$ cat src/pcr_pkg.sv
package pcr_pkg;
    // ==========================================================
    // Register offsets
    localparam logic [7:0] PCR_OFF_CTRL = 8'h00;
    localparam logic [7:0] PCR_OFF_CMD = 8'h04;
    localparam logic [7:0] PCR_OFF_STATUS = 8'h08;
    localparam logic [7:0] PCR_OFF_COUNT = 8'h0c;
    localparam logic [7:0] PCR_OFF_RELOAD = 8'h10;
    localparam logic [7:0] PCR_OFF_RELOAD_BUF = 8'h14;
    localparam logic [7:0] PCR_OFF_IF = 8'h18;
    localparam logic [7:0] PCR_OFF_FLAG_SET = 8'h1c;
    localparam logic [7:0] PCR_OFF_FLAG_CLR = 8'h20;
    localparam logic [7:0] PCR_OFF_IRQ_EN = 8'h24;
    localparam logic [7:0] PCR_OFF_ROUTE = 8'h28;
    localparam logic [7:0] PCR_OFF_HOLD = 8'h2c;
    localparam logic [7:0] PCR_OFF_BUSY = 8'h30;
    // ==========================================================
    // Field positions
    localparam int PCR_CMD_LOAD_COUNT_BIT = 0;
    localparam int PCR_CMD_LOAD_BUF_BIT = 1;
    localparam int PCR_FLAG_UNDER = 0;
    localparam int PCR_FLAG_OF = 1;
    localparam int PCR_FLAG_DIR = 2;
    localparam int PCR_FLAG_AUX = 3;
    localparam int PCR_LOC_LSB = 8;
    localparam int PCR_LOC_MSB = 10;
    localparam int PCR_BUSY_CTRL = 0;
    localparam int PCR_BUSY_CMD = 1;
    localparam int PCR_BUSY_BUF = 2;
    localparam int PCR_MODE_MSB = 1;
    // ==========================================================
    // Reset values and encodings
    localparam logic [15:0] PCR_COUNT_RST = 16'h0000;
    localparam logic [15:0] PCR_RELOAD_RST = 16'h00ff;
    localparam logic [1:0] PCR_MODE_QUAD = 2'h3;
    localparam logic [1:0] PCR_RESP_OKAY = 2'h0;
    localparam logic [1:0] PCR_RESP_SLVERR = 2'h2;
    // ==========================================================
    // Counter clock: 32768 Hz derived from 50 MHz
    localparam int PCR_CLK_HZ = 50000000;
    localparam int PCR_SLOW_CLK_HZ = 32768;
    localparam int PCR_SLOW_DIV = PCR_CLK_HZ / PCR_SLOW_CLK_HZ;
endpackage

$ cat src/pcr_core.sv
`timescale 1ns/100ps
module pcr_core
    import pcr_pkg::*;
#(
    parameter int WIDTH = 16
) (
    input wire logic clock_in,
    input wire logic sys_rst_in,
    input wire logic tick_in,
    input wire logic up_pulse_in,
    input wire logic down_pulse_in,
    input wire logic quad_mode_in,
    input wire logic load_count_in,
    input wire logic load_top_in,
    input wire logic [WIDTH-1:0] top_buf_in,
    output logic [WIDTH-1:0] count_out,
    output logic [WIDTH-1:0] top_out,
    output logic dir_out,
    output logic of_out,
    output logic under_out,
    output logic dir_chg_out
);
    // ==========================================================
    // Counter in the slow domain, advancing on tick
    logic [WIDTH-1:0] count_reg;
    logic [WIDTH-1:0] top_reg;
    logic dir_reg;
    logic load_pend_reg;

    always_ff @(posedge clock_in) begin
        if (sys_rst_in) begin
            top_reg <= PCR_RELOAD_RST;
        end else if (load_top_in) begin
            top_reg <= top_buf_in;
        end
    end

    always_ff @(posedge clock_in) begin
        if (sys_rst_in) begin
            load_pend_reg <= 1'b0;
        end else if (load_count_in) begin
            load_pend_reg <= 1'b1;
        end else if (tick_in) begin
            load_pend_reg <= 1'b0;
        end
    end

    always_ff @(posedge clock_in) begin
        if (sys_rst_in) begin
            count_reg <= PCR_COUNT_RST;
            dir_reg <= 1'b0;
            of_out <= 1'b0;
            under_out <= 1'b0;
            dir_chg_out <= 1'b0;
        end else begin
            of_out <= 1'b0;
            under_out <= 1'b0;
            dir_chg_out <= 1'b0;
            if (tick_in) begin
                if (load_pend_reg) begin
                    count_reg <= top_reg;
                end else if (up_pulse_in && !down_pulse_in) begin
                    if (count_reg == top_reg) begin
                        count_reg <= '0;
                        of_out <= 1'b1;
                    end else begin
                        count_reg <= count_reg + 1'b1;
                    end
                end else if (down_pulse_in && !up_pulse_in) begin
                    if (count_reg == '0) begin
                        count_reg <= top_reg;
                        under_out <= 1'b1;
                    end else begin
                        count_reg <= count_reg - 1'b1;
                    end
                end
                if (up_pulse_in != down_pulse_in) begin
                    dir_reg <= down_pulse_in;
                    if (quad_mode_in && (dir_reg != down_pulse_in)) begin
                        dir_chg_out <= 1'b1;
                    end
                end
            end
        end
    end

    assign count_out = count_reg;
    assign top_out = top_reg;
    assign dir_out = dir_reg;

    a_top_load: assert property (@(posedge clock_in) disable iff (sys_rst_in)
        load_top_in |=> top_reg == $past(top_buf_in)) else $error("reload not loaded");
    a_under_wrap: assert property (@(posedge clock_in) disable iff (sys_rst_in)
        under_out |-> count_reg == $past(top_reg)) else $error("underflow not reloaded");
    a_of_wrap: assert property (@(posedge clock_in) disable iff (sys_rst_in)
        of_out |-> count_reg == '0) else $error("overflow not cleared");
endmodule

$ cat src/pcr_regs.sv
`timescale 1ns/100ps
module pcr_regs
    import pcr_pkg::*;
#(
    parameter int WIDTH = 16,
    parameter int DIV = PCR_SLOW_DIV
) (
    input wire logic clock_in,
    input wire logic sys_rst_in,
    input wire logic [7:0] s_axi_awaddr,
    input wire logic s_axi_awvalid,
    output logic s_axi_awready,
    input wire logic [31:0] s_axi_wdata,
    input wire logic [3:0] s_axi_wstrb,
    input wire logic s_axi_wvalid,
    output logic s_axi_wready,
    output logic [1:0] s_axi_bresp,
    output logic s_axi_bvalid,
    input wire logic s_axi_bready,
    input wire logic [7:0] s_axi_araddr,
    input wire logic s_axi_arvalid,
    output logic s_axi_arready,
    output logic [31:0] s_axi_rdata,
    output logic [1:0] s_axi_rresp,
    output logic s_axi_rvalid,
    input wire logic s_axi_rready,
    input wire logic up_pulse_in,
    input wire logic down_pulse_in,
    input wire logic aux_overflow_in,
    output logic [1:0] pin_location_out,
    output logic [1:0] mode_out,
    output logic irq_out
);
    // ==========================================================
    // Write channel
    logic aw_have_reg;
    logic w_have_reg;
    logic [7:0] aw_addr_reg;
    logic [31:0] w_data_reg;
    logic [3:0] w_strb_reg;
    logic wr_fire;
    logic wr_hit;

    assign s_axi_awready = !aw_have_reg && !s_axi_bvalid;
    assign s_axi_wready = !w_have_reg && !s_axi_bvalid;
    assign wr_fire = aw_have_reg && w_have_reg;

    always_ff @(posedge clock_in) begin
        if (sys_rst_in) begin
            aw_have_reg <= 1'b0;
            w_have_reg <= 1'b0;
            aw_addr_reg <= 8'h00;
            w_data_reg <= 32'h0;
            w_strb_reg <= 4'h0;
        end else begin
            if (s_axi_awvalid && s_axi_awready) begin
                aw_have_reg <= 1'b1;
                aw_addr_reg <= s_axi_awaddr;
            end else if (wr_fire) begin
                aw_have_reg <= 1'b0;
            end
            if (s_axi_wvalid && s_axi_wready) begin
                w_have_reg <= 1'b1;
                w_data_reg <= s_axi_wdata;
                w_strb_reg <= s_axi_wstrb;
            end else if (wr_fire) begin
                w_have_reg <= 1'b0;
            end
        end
    end

    always_comb begin
        unique case (aw_addr_reg)
            PCR_OFF_CTRL, PCR_OFF_CMD, PCR_OFF_STATUS, PCR_OFF_COUNT, PCR_OFF_RELOAD,
            PCR_OFF_RELOAD_BUF, PCR_OFF_IF, PCR_OFF_FLAG_SET, PCR_OFF_FLAG_CLR, PCR_OFF_IRQ_EN,
            PCR_OFF_ROUTE, PCR_OFF_HOLD, PCR_OFF_BUSY: wr_hit = 1'b1;
            default: wr_hit = 1'b0;
        endcase
    end

    always_ff @(posedge clock_in) begin
        if (sys_rst_in) begin
            s_axi_bvalid <= 1'b0;
            s_axi_bresp <= PCR_RESP_OKAY;
        end else if (wr_fire) begin
            s_axi_bvalid <= 1'b1;
            s_axi_bresp <= wr_hit ? PCR_RESP_OKAY : PCR_RESP_SLVERR;
        end else if (s_axi_bready) begin
            s_axi_bvalid <= 1'b0;
        end
    end

    function automatic logic wr_to(input logic [7:0] off);
        return wr_fire && (aw_addr_reg == off);
    endfunction

    // ==========================================================
    // Software-facing registers
    logic [15:0] ctrl_reg;
    logic [WIDTH-1:0] reload_buf_reg;
    logic [3:0] irq_en_reg;
    logic [2:0] loc_reg;
    logic hold_reg;
    logic [3:0] flags_reg;
    logic [3:0] flag_evt;

    always_ff @(posedge clock_in) begin
        if (sys_rst_in) begin
            ctrl_reg <= 16'h0000;
            reload_buf_reg <= PCR_RELOAD_RST;
            irq_en_reg <= 4'h0;
            loc_reg <= 3'h0;
            hold_reg <= 1'b0;
        end else begin
            if (wr_to(PCR_OFF_CTRL) && w_strb_reg[0]) ctrl_reg[7:0] <= w_data_reg[7:0];
            if (wr_to(PCR_OFF_CTRL) && w_strb_reg[1]) ctrl_reg[15:8] <= w_data_reg[15:8];
            if (wr_to(PCR_OFF_RELOAD_BUF) && w_strb_reg[0]) begin
                reload_buf_reg[7:0] <= w_data_reg[7:0];
            end
            if (wr_to(PCR_OFF_RELOAD_BUF) && w_strb_reg[1]) begin
                reload_buf_reg[15:8] <= w_data_reg[15:8];
            end
            if (wr_to(PCR_OFF_IRQ_EN) && w_strb_reg[0]) irq_en_reg <= w_data_reg[3:0];
            if (wr_to(PCR_OFF_ROUTE) && w_strb_reg[1]) begin
                loc_reg <= w_data_reg[PCR_LOC_MSB:PCR_LOC_LSB];
            end
            if (wr_to(PCR_OFF_HOLD) && w_strb_reg[0]) hold_reg <= w_data_reg[0];
        end
    end

    assign pin_location_out = loc_reg[1:0];

    // ==========================================================
    // Slow-domain transfer: pending updates wait for tick and no hold
    logic [$clog2(DIV)-1:0] div_reg;
    logic tick;
    logic pend_ctrl_reg;
    logic pend_cmd_reg;
    logic pend_buf_reg;
    logic [1:0] pend_cmd_bits_reg;
    logic [15:0] ctrl_sync_reg;
    logic [WIDTH-1:0] buf_sync_reg;
    logic xfer;
    logic load_count_now;
    logic load_buffer_now;

    always_ff @(posedge clock_in) begin
        if (sys_rst_in) begin
            div_reg <= '0;
        end else if (div_reg == $bits(div_reg)'(DIV - 1)) begin
            div_reg <= '0;
        end else begin
            div_reg <= div_reg + 1'b1;
        end
    end

    assign tick = (div_reg == $bits(div_reg)'(DIV - 1));
    assign xfer = tick && !hold_reg;

    always_ff @(posedge clock_in) begin
        if (sys_rst_in) begin
            pend_ctrl_reg <= 1'b0;
            pend_cmd_reg <= 1'b0;
            pend_buf_reg <= 1'b0;
            pend_cmd_bits_reg <= 2'h0;
        end else begin
            if (wr_to(PCR_OFF_CTRL)) pend_ctrl_reg <= 1'b1;
            else if (xfer) pend_ctrl_reg <= 1'b0;
            if (wr_to(PCR_OFF_RELOAD_BUF)) pend_buf_reg <= 1'b1;
            else if (xfer) pend_buf_reg <= 1'b0;
            if (wr_to(PCR_OFF_CMD) && w_strb_reg[0]) begin
                pend_cmd_reg <= 1'b1;
                pend_cmd_bits_reg <= pend_cmd_bits_reg | w_data_reg[1:0];
            end else if (xfer) begin
                pend_cmd_reg <= 1'b0;
                pend_cmd_bits_reg <= 2'h0;
            end
        end
    end

    always_ff @(posedge clock_in) begin
        if (sys_rst_in) begin
            ctrl_sync_reg <= 16'h0000;
            buf_sync_reg <= PCR_RELOAD_RST;
        end else if (xfer) begin
            ctrl_sync_reg <= ctrl_reg;
            buf_sync_reg <= reload_buf_reg;
        end
    end

    assign load_count_now = xfer && pend_cmd_bits_reg[PCR_CMD_LOAD_COUNT_BIT];
    assign load_buffer_now = xfer && pend_cmd_bits_reg[PCR_CMD_LOAD_BUF_BIT];
    assign mode_out = ctrl_sync_reg[PCR_MODE_MSB:0];

    // ==========================================================
    // Counter
    logic [WIDTH-1:0] count_value;
    logic [WIDTH-1:0] reload_value;
    logic dir;
    logic of_evt;
    logic under_evt;
    logic dir_evt;

    pcr_core #(
        .WIDTH(WIDTH)
    ) pcr_core_inst (
        .clock_in(clock_in),
        .sys_rst_in(sys_rst_in),
        .tick_in(tick),
        .up_pulse_in(up_pulse_in),
        .down_pulse_in(down_pulse_in),
        .quad_mode_in(mode_out == PCR_MODE_QUAD),
        .load_count_in(load_count_now),
        .load_top_in(load_buffer_now),
        .top_buf_in(pend_buf_reg ? reload_buf_reg : buf_sync_reg),
        .count_out(count_value),
        .top_out(reload_value),
        .dir_out(dir),
        .of_out(of_evt),
        .under_out(under_evt),
        .dir_chg_out(dir_evt)
    );

    // ==========================================================
    // Interrupt flags: hardware set wins over clear
    assign flag_evt = {aux_overflow_in, dir_evt, of_evt, under_evt};

    for (genvar i = 0; i < 4; i++) begin : g_flag
        logic set_sw;
        logic clr_sw;
        assign set_sw = wr_to(PCR_OFF_FLAG_SET) && w_strb_reg[0] && w_data_reg[i];
        assign clr_sw = wr_to(PCR_OFF_FLAG_CLR) && w_strb_reg[0] && w_data_reg[i];
        always_ff @(posedge clock_in) begin
            if (sys_rst_in) begin
                flags_reg[i] <= 1'b0;
            end else if (flag_evt[i] || set_sw) begin
                flags_reg[i] <= 1'b1;
            end else if (clr_sw) begin
                flags_reg[i] <= 1'b0;
            end
        end
    end

    assign irq_out = |(flags_reg & irq_en_reg);

    // ==========================================================
    // Read channel
    logic [31:0] rd_mux;
    logic rd_hit;

    assign s_axi_arready = !s_axi_rvalid;

    always_comb begin
        rd_hit = 1'b1;
        rd_mux = 32'h0;
        unique case (s_axi_araddr)
            PCR_OFF_CTRL: rd_mux = {16'h0, ctrl_reg};
            PCR_OFF_STATUS: rd_mux = {31'h0, dir};
            PCR_OFF_COUNT: rd_mux = {16'h0, count_value};
            PCR_OFF_RELOAD: rd_mux = {16'h0, reload_value};
            PCR_OFF_RELOAD_BUF: rd_mux = {16'h0, reload_buf_reg};
            PCR_OFF_IF: rd_mux = {28'h0, flags_reg};
            PCR_OFF_IRQ_EN: rd_mux = {28'h0, irq_en_reg};
            PCR_OFF_ROUTE: rd_mux = {21'h0, loc_reg, 8'h00};
            PCR_OFF_HOLD: rd_mux = {31'h0, hold_reg};
            PCR_OFF_BUSY: rd_mux = {29'h0, pend_buf_reg, pend_cmd_reg, pend_ctrl_reg};
            PCR_OFF_CMD, PCR_OFF_FLAG_SET, PCR_OFF_FLAG_CLR: rd_mux = 32'h0;
            default: rd_hit = 1'b0;
        endcase
    end

    always_ff @(posedge clock_in) begin
        if (sys_rst_in) begin
            s_axi_rvalid <= 1'b0;
            s_axi_rdata <= 32'h0;
            s_axi_rresp <= PCR_RESP_OKAY;
        end else if (s_axi_arvalid && s_axi_arready) begin
            s_axi_rvalid <= 1'b1;
            s_axi_rdata <= rd_mux;
            s_axi_rresp <= rd_hit ? PCR_RESP_OKAY : PCR_RESP_SLVERR;
        end else if (s_axi_rready) begin
            s_axi_rvalid <= 1'b0;
        end
    end

    a_irq_level: assert property (@(posedge clock_in) disable iff (sys_rst_in)
        wr_to(PCR_OFF_IRQ_EN) && w_strb_reg[0] && |(w_data_reg[3:0] & flags_reg)
        |=> irq_out) else $error("irq not raised");
    a_flag_set: assert property (@(posedge clock_in) disable iff (sys_rst_in)
        of_evt |=> flags_reg[PCR_FLAG_OF]) else $error("overflow flag missed");
    a_under_set: assert property (@(posedge clock_in) disable iff (sys_rst_in)
        under_evt |=> flags_reg[PCR_FLAG_UNDER]) else $error("underflow flag missed");
    a_aux_set: assert property (@(posedge clock_in) disable iff (sys_rst_in)
        aux_overflow_in |=> flags_reg[PCR_FLAG_AUX]) else $error("aux flag missed");
    a_hold_blocks: assert property (@(posedge clock_in) disable iff (sys_rst_in)
        hold_reg |-> !load_count_now && !load_buffer_now) else $error("write leaked");
    a_busy_clear: assert property (@(posedge clock_in) disable iff (sys_rst_in)
        xfer && !wr_fire |=> !pend_buf_reg && !pend_cmd_reg) else $error("busy stuck");
    a_ctrl_busy: assert property (@(posedge clock_in) disable iff (sys_rst_in)
        wr_to(PCR_OFF_CTRL) |=> pend_ctrl_reg) else $error("ctrl busy missing");
    a_dir_quad: assert property (@(posedge clock_in) disable iff (sys_rst_in)
        dir_evt |-> $past(mode_out) == PCR_MODE_QUAD) else $error("dir flag out of mode");
endmodule

$ cat config.mk
export PLATFORM = sky130hd
export DESIGN_NAME = pcr_regs
export DESIGN_NICKNAME = d
export VERILOG_FILES = /design/src/pcr_pkg.sv /design/src/pcr_core.sv /design/src/pcr_regs.sv
export SDC_FILE = /design/constraint.sdc
export NUM_CORES = 1
export LEC_CHECK = 0
export BUFFER_PORTS_ARGS = -buffer_cell sky130_fd_sc_hd__clkbuf_2
export CAP_MARGIN = 10
export CORE_ASPECT_RATIO = 1.2
export CORE_UTILIZATION = 59
export DETAILED_ROUTE_END_ITERATION = 10
export PLACE_DENSITY_LB_ADDON = 0.25
export SLEW_MARGIN = 20
export SYNTH_ARGS = -nofsm -noshare
export SYNTH_HDL_FRONTEND = slang
export SYNTH_HIERARCHICAL = 1
export SYNTH_SLANG_ARGS = --single-unit
export TNS_END_PERCENT = 50
$ cat constraint.sdc
create_clock -name clock_in -period 3.37 [get_ports clock_in]
set_input_delay 0.5055 -clock clock_in [delete_from_list [all_inputs] [get_ports clock_in]]
set_output_delay 0.5055 -clock clock_in [all_outputs]
set_load 0.05 [all_outputs]
==> results.md <==
Status:
- The flow ran to the end, and the final reports show no timing, DRC or antenna violations.

Floorplan:
- The effective utilization at floorplan is 0.6078.
- In this run the core area contains 48 standard-cell rows.
- The die outline area is 15,470 um^2.
- Pin placement for this block handled 108 I/O pins.
- In this run the vertical extent of the chip is 136.0 um.
- The horizontal die dimension is 113.7 um.
- After floorplanning, the core was sized to cover roughly 15,000 um^2.

Critical path:
- The largest individual stage delay along the critical path comes from the cell and3_1.
- The signal on the critical path passes through inv_1, ha_1, nor4bb_1, and3_1, inv_2, nor2_1, nand2_1, or4_1, o2111ai_1.
- Of all nets on the critical path, the largest fanout is 9.
- The data arrival time at the worst-slack endpoint is 3.38 ns.
- The capturing element type of the critical path is a flip-flop.
- The path type of the worst setup path is flip-flop to flip-flop.
- The startpoint type of the worst setup path is a flip-flop.
- The delay of the slowest cell on the worst path is roughly 0.53 ns.
- In this run the worst setup path begins at div_reg[0].
- The depth of the most critical reg-to-reg path is 9.
- At the worst endpoint, the required time is about 3.7 ns.
- In this run the critical register-to-register path is launched from div_reg[0].

Clock tree:
- The clock net in this run drives a total of 164 sinks.
- The CTS buffer count is 17.
- The number of hold buffers added after cts is 0.
- The clock latency on the worst-skew pair is 0.42 ns.
- Buffers added to address setup during post-CTS repair amount to 0.
- The maximum buffer depth of the clock tree is 2.
- Once the clock tree was built, the resizer swapped 0 gates to a different size.
- The clock edge transition at the registers on the reported setup and hold paths is approximately 0.070 ns.
- The H-tree was split into 4 levels.
- The tree is rooted in a clkbuf_16.
- TritonCTS built the clock tree.

Timing:
- The slew at the pin with the worst max-slew slack is 1.021 ns.
- The post-layout minimum cycle time is 3.052 ns.
- Based on the critical path, the design can be clocked at up to between 300 and 400 MHz.
- Of the available clock period, the critical path in the final layout requires 0.9057.
- Setup total negative slack on the finished layout was measured at 0 ns.
- The worst clock skew is 0.006891 ns.
- The final-report hold violation count is 0.
- Setup violations remaining at the end of the flow were counted as 0.
- In the post-route analysis, the smallest setup slack over all paths is 0.3178 ns.
- Setup repair after global routing left no endpoint under its margin.
- The tightest slew margin relative to the limit is 0.3181.
- The number of slew-limit violations in the final report is 0.

GRT:
- The first global-routing pass estimated a little under 40,000 um of wire.
- The number of antenna violations at the first check in global routing was 0.
- The combined global-route utilization of all metal layers is 0.3238.
- The overall overflow remaining after global route is 0.
- The via count of the first global-routing pass is 7,296.
- Entering global routing, the biggest net connects 53 pins.

Layout:
- The final layout net count is 1,154.
- The register area is around 3300 um^2.
- The layout cell share with drive strength beyond 1 is 0.1639.
- In the final layout, the multi-input gates occupy 5065 um^2.
- The synthesis-to-finish area growth is 11.36%.
- The diode insertion count for antenna repair is 0.
- The final design instance area without fill is 9837 um^2.
- The layout has between 1,000 and 1,500 filler cells.

Yosys:
- The sequential element share of the synthesized area is 0.3717.
- After synthesis, the largest family of logic cells by area is simple AND/OR/NAND/NOR gates.
- The most instantiated flip-flop cell in the synthesis netlist is dfxtp_1.
- The cell taking the most area after synthesis is dfxtp_1.
- The average instance in the mapped netlist occupies 8.445 um^2.
- The post-synthesis share of cell area spent on xor and xnor gates is 0.04660.
- The number of storage elements in the synthesis netlist is ~160.
- The most frequent cell after synthesis is dfxtp_1.
- The number of synthesis warnings is 6.
- The compound-cell area share of the yosys netlist is 0.1535.
- Of the total synthesized cell area, the portion taken by AND, OR, NAND and NOR gates is 0.2626.
- The count of unique library cells instantiated by Yosys is 79.
- Of the total synthesized cell area, the portion taken by full adders, half adders and majority gates is 0.009915.
- Of the post-synthesis cell area, the dominant cell type holds 0.3717.
- The fraction of registers with async set/reset is 0.
- The synthesized design contains 0 enable-type register cells.
- The cell area after synthesis is 8833 um^2.
- The number of instances in the synthesized netlist is 1,046.
- After synthesis, the most frequently instantiated cells are 164 x dfxtp_1, 132 x nand2_1, 90 x nor2_1.
- By area the synthesized netlist is led by dfxtp_1 37%, mux2i_1 6.7%, nand2_1 5.6%.
- The multiplexer share of the synthesized area is 0.09235.

Drt:
- In the final routed layout, each cell accounts on average for between 15 and 20 um.
- The first-pass detailed-route iteration total is 6.
- The post-detailed-route DRC marker count is 0.
- The number of vias per cell after detailed routing is ~6.
- The via count is slightly below 8,000.
- The final layout contains routed wiring with a total length of 24,280 um.
- In this run the remaining antenna-violating nets after routing total 0.
- The number of design-rule violations left by the first detailed-router iteration is 636.

Placed design:
- In this run the tool buffered the top-level ports with 71 buffer cells.
- The detailed-placement wirelength estimate is 16,980 um.
- The routability congestion estimate is 0.9988.
- In this run the cell area measured after placement is approximately 9200 um^2.
- OpenSTA, run right after detailed placement, puts the worst setup slack at just over 0.5 ns.

Pwr:
- The ratio of total power to cell area is 437.6 nW/um^2.
- The worst vdd rail ir drop is between 0.3 and 0.4 mV.
- The static power due to leakage is 0.003737 uW.
- The design draws between 4000 and 5000 uW.

Min path:
- The launch point of the worst hold path is s_axi_wdata[11].
- The worst hold path was traced through 3 stages.
- The tightest min-delay check is of the input pin to flip-flop type.

Flow run:
- The tool flagged a number of max-cap violations equal to 0.
[report_power, final]
part           leakage [uW]  internal [uW]  switching, uW
registers           0.00133           1970           42.4
logic               0.00211           96.7            230
clock network      0.000298           1110            851
total               0.00374           3180           1120
[layout make-up]
| cell class | count | area share |
|---|---|---|
| timing repair buffer | 98 | 0.05698 |
| multi-input combinational | 782 | 0.5149 |
| inverter | 22 | 0.008395 |
| clock buffer | 17 | 0.04325 |
| clock inverter | 15 | 0.01730 |
| tap | 200 | 0.02544 |
| sequential | 164 | 0.3338 |
[worst max-delay path, delay by kind of cell (launching register included)]
family / cells / cell delay [ns]
adders and majority gates: 1 / 0.15
buffers and inverters: 2 / 0.28
DFF: 1 / 0.35
and+or+nand+nor: 5 / 2.03
AOI/OAI and AO/OA: 1 / 0.14
[per-stage QoR]
stage / hold slack, ns / util / cells
6_report: 0.3008 / 0.6768 / 1298
5_1_grt: 0.2921 / 0.6768 / 1298
4_1_cts: 0.2866 / 0.6768 / 1298
3_5_place_dp: 0.4049 / 0.6358 / 1266
3_3_place_gp: 0.3956 / 0.6358 / 1266
2_1_floorplan: 0.3907 / - / 1063
[per-layer routing]
layer | GRT usage | routed length (um) | part of all wire | vias up
met5 | 0 | 0 | 0 | -
met3 | 0.06598 | 1790 | 0.074 | 61
li1 | - | - | - | 3800
met4 | 0.1681 | 918 | 0.038 | 0
met2 | 0.5190 | 11410 | 0.47 | 326
met1 | 0.4111 | 10150 | 0.42 | 3723
[worst paths after layout]
path / end / slack [ns]
worst max-delay path: pcr_core_inst/count_out[7] / 0.32
worst min-delay path: w_data_reg[11] / 0.30
worst max register to register: pcr_core_inst/count_out[7] / 0.32
worst min register to register: s_axi_bresp[1] / 0.42
[cells by family (layout without fill, tap and decap cells)]
family	Yosys count	in the layout
muxes	79	79
and+or+nand+nor	432	432
adders and majority gates	7	7
AOI/OAI and AO/OA	199	199
DFF	164	164
other	1	18
buffers and inverters	117	152
xor gates and xnor gates	47	47
[cell usage in the layout (no fill, tap or decap), types with 8 or more instances in the layout]
cell type,instances
dfxtp_1,164
nand2_1,132
nor2_1,90
clkbuf_2,70
mux2i_1,59
a21oi_1,58
nand3_1,35
xor2_1,28
buf_4,28
o21ai_0,26
inv_1,20
mux2_2,19
nand4_1,19
xnor2_1,19
nor2b_1,18
conb_1,18
nor3_1,17
a221oi_1,17
clkbuf_16,17
o211ai_1,15
nand3b_1,14
and2_1,11
a211o_1,11
or3b_2,11
nor3b_1,10
nand2b_1,10
nor4_1,9
a311oi_1,8
and4_1,8
o21ai_1,8
No activity file was read; power rests on OpenSTA's default activity.
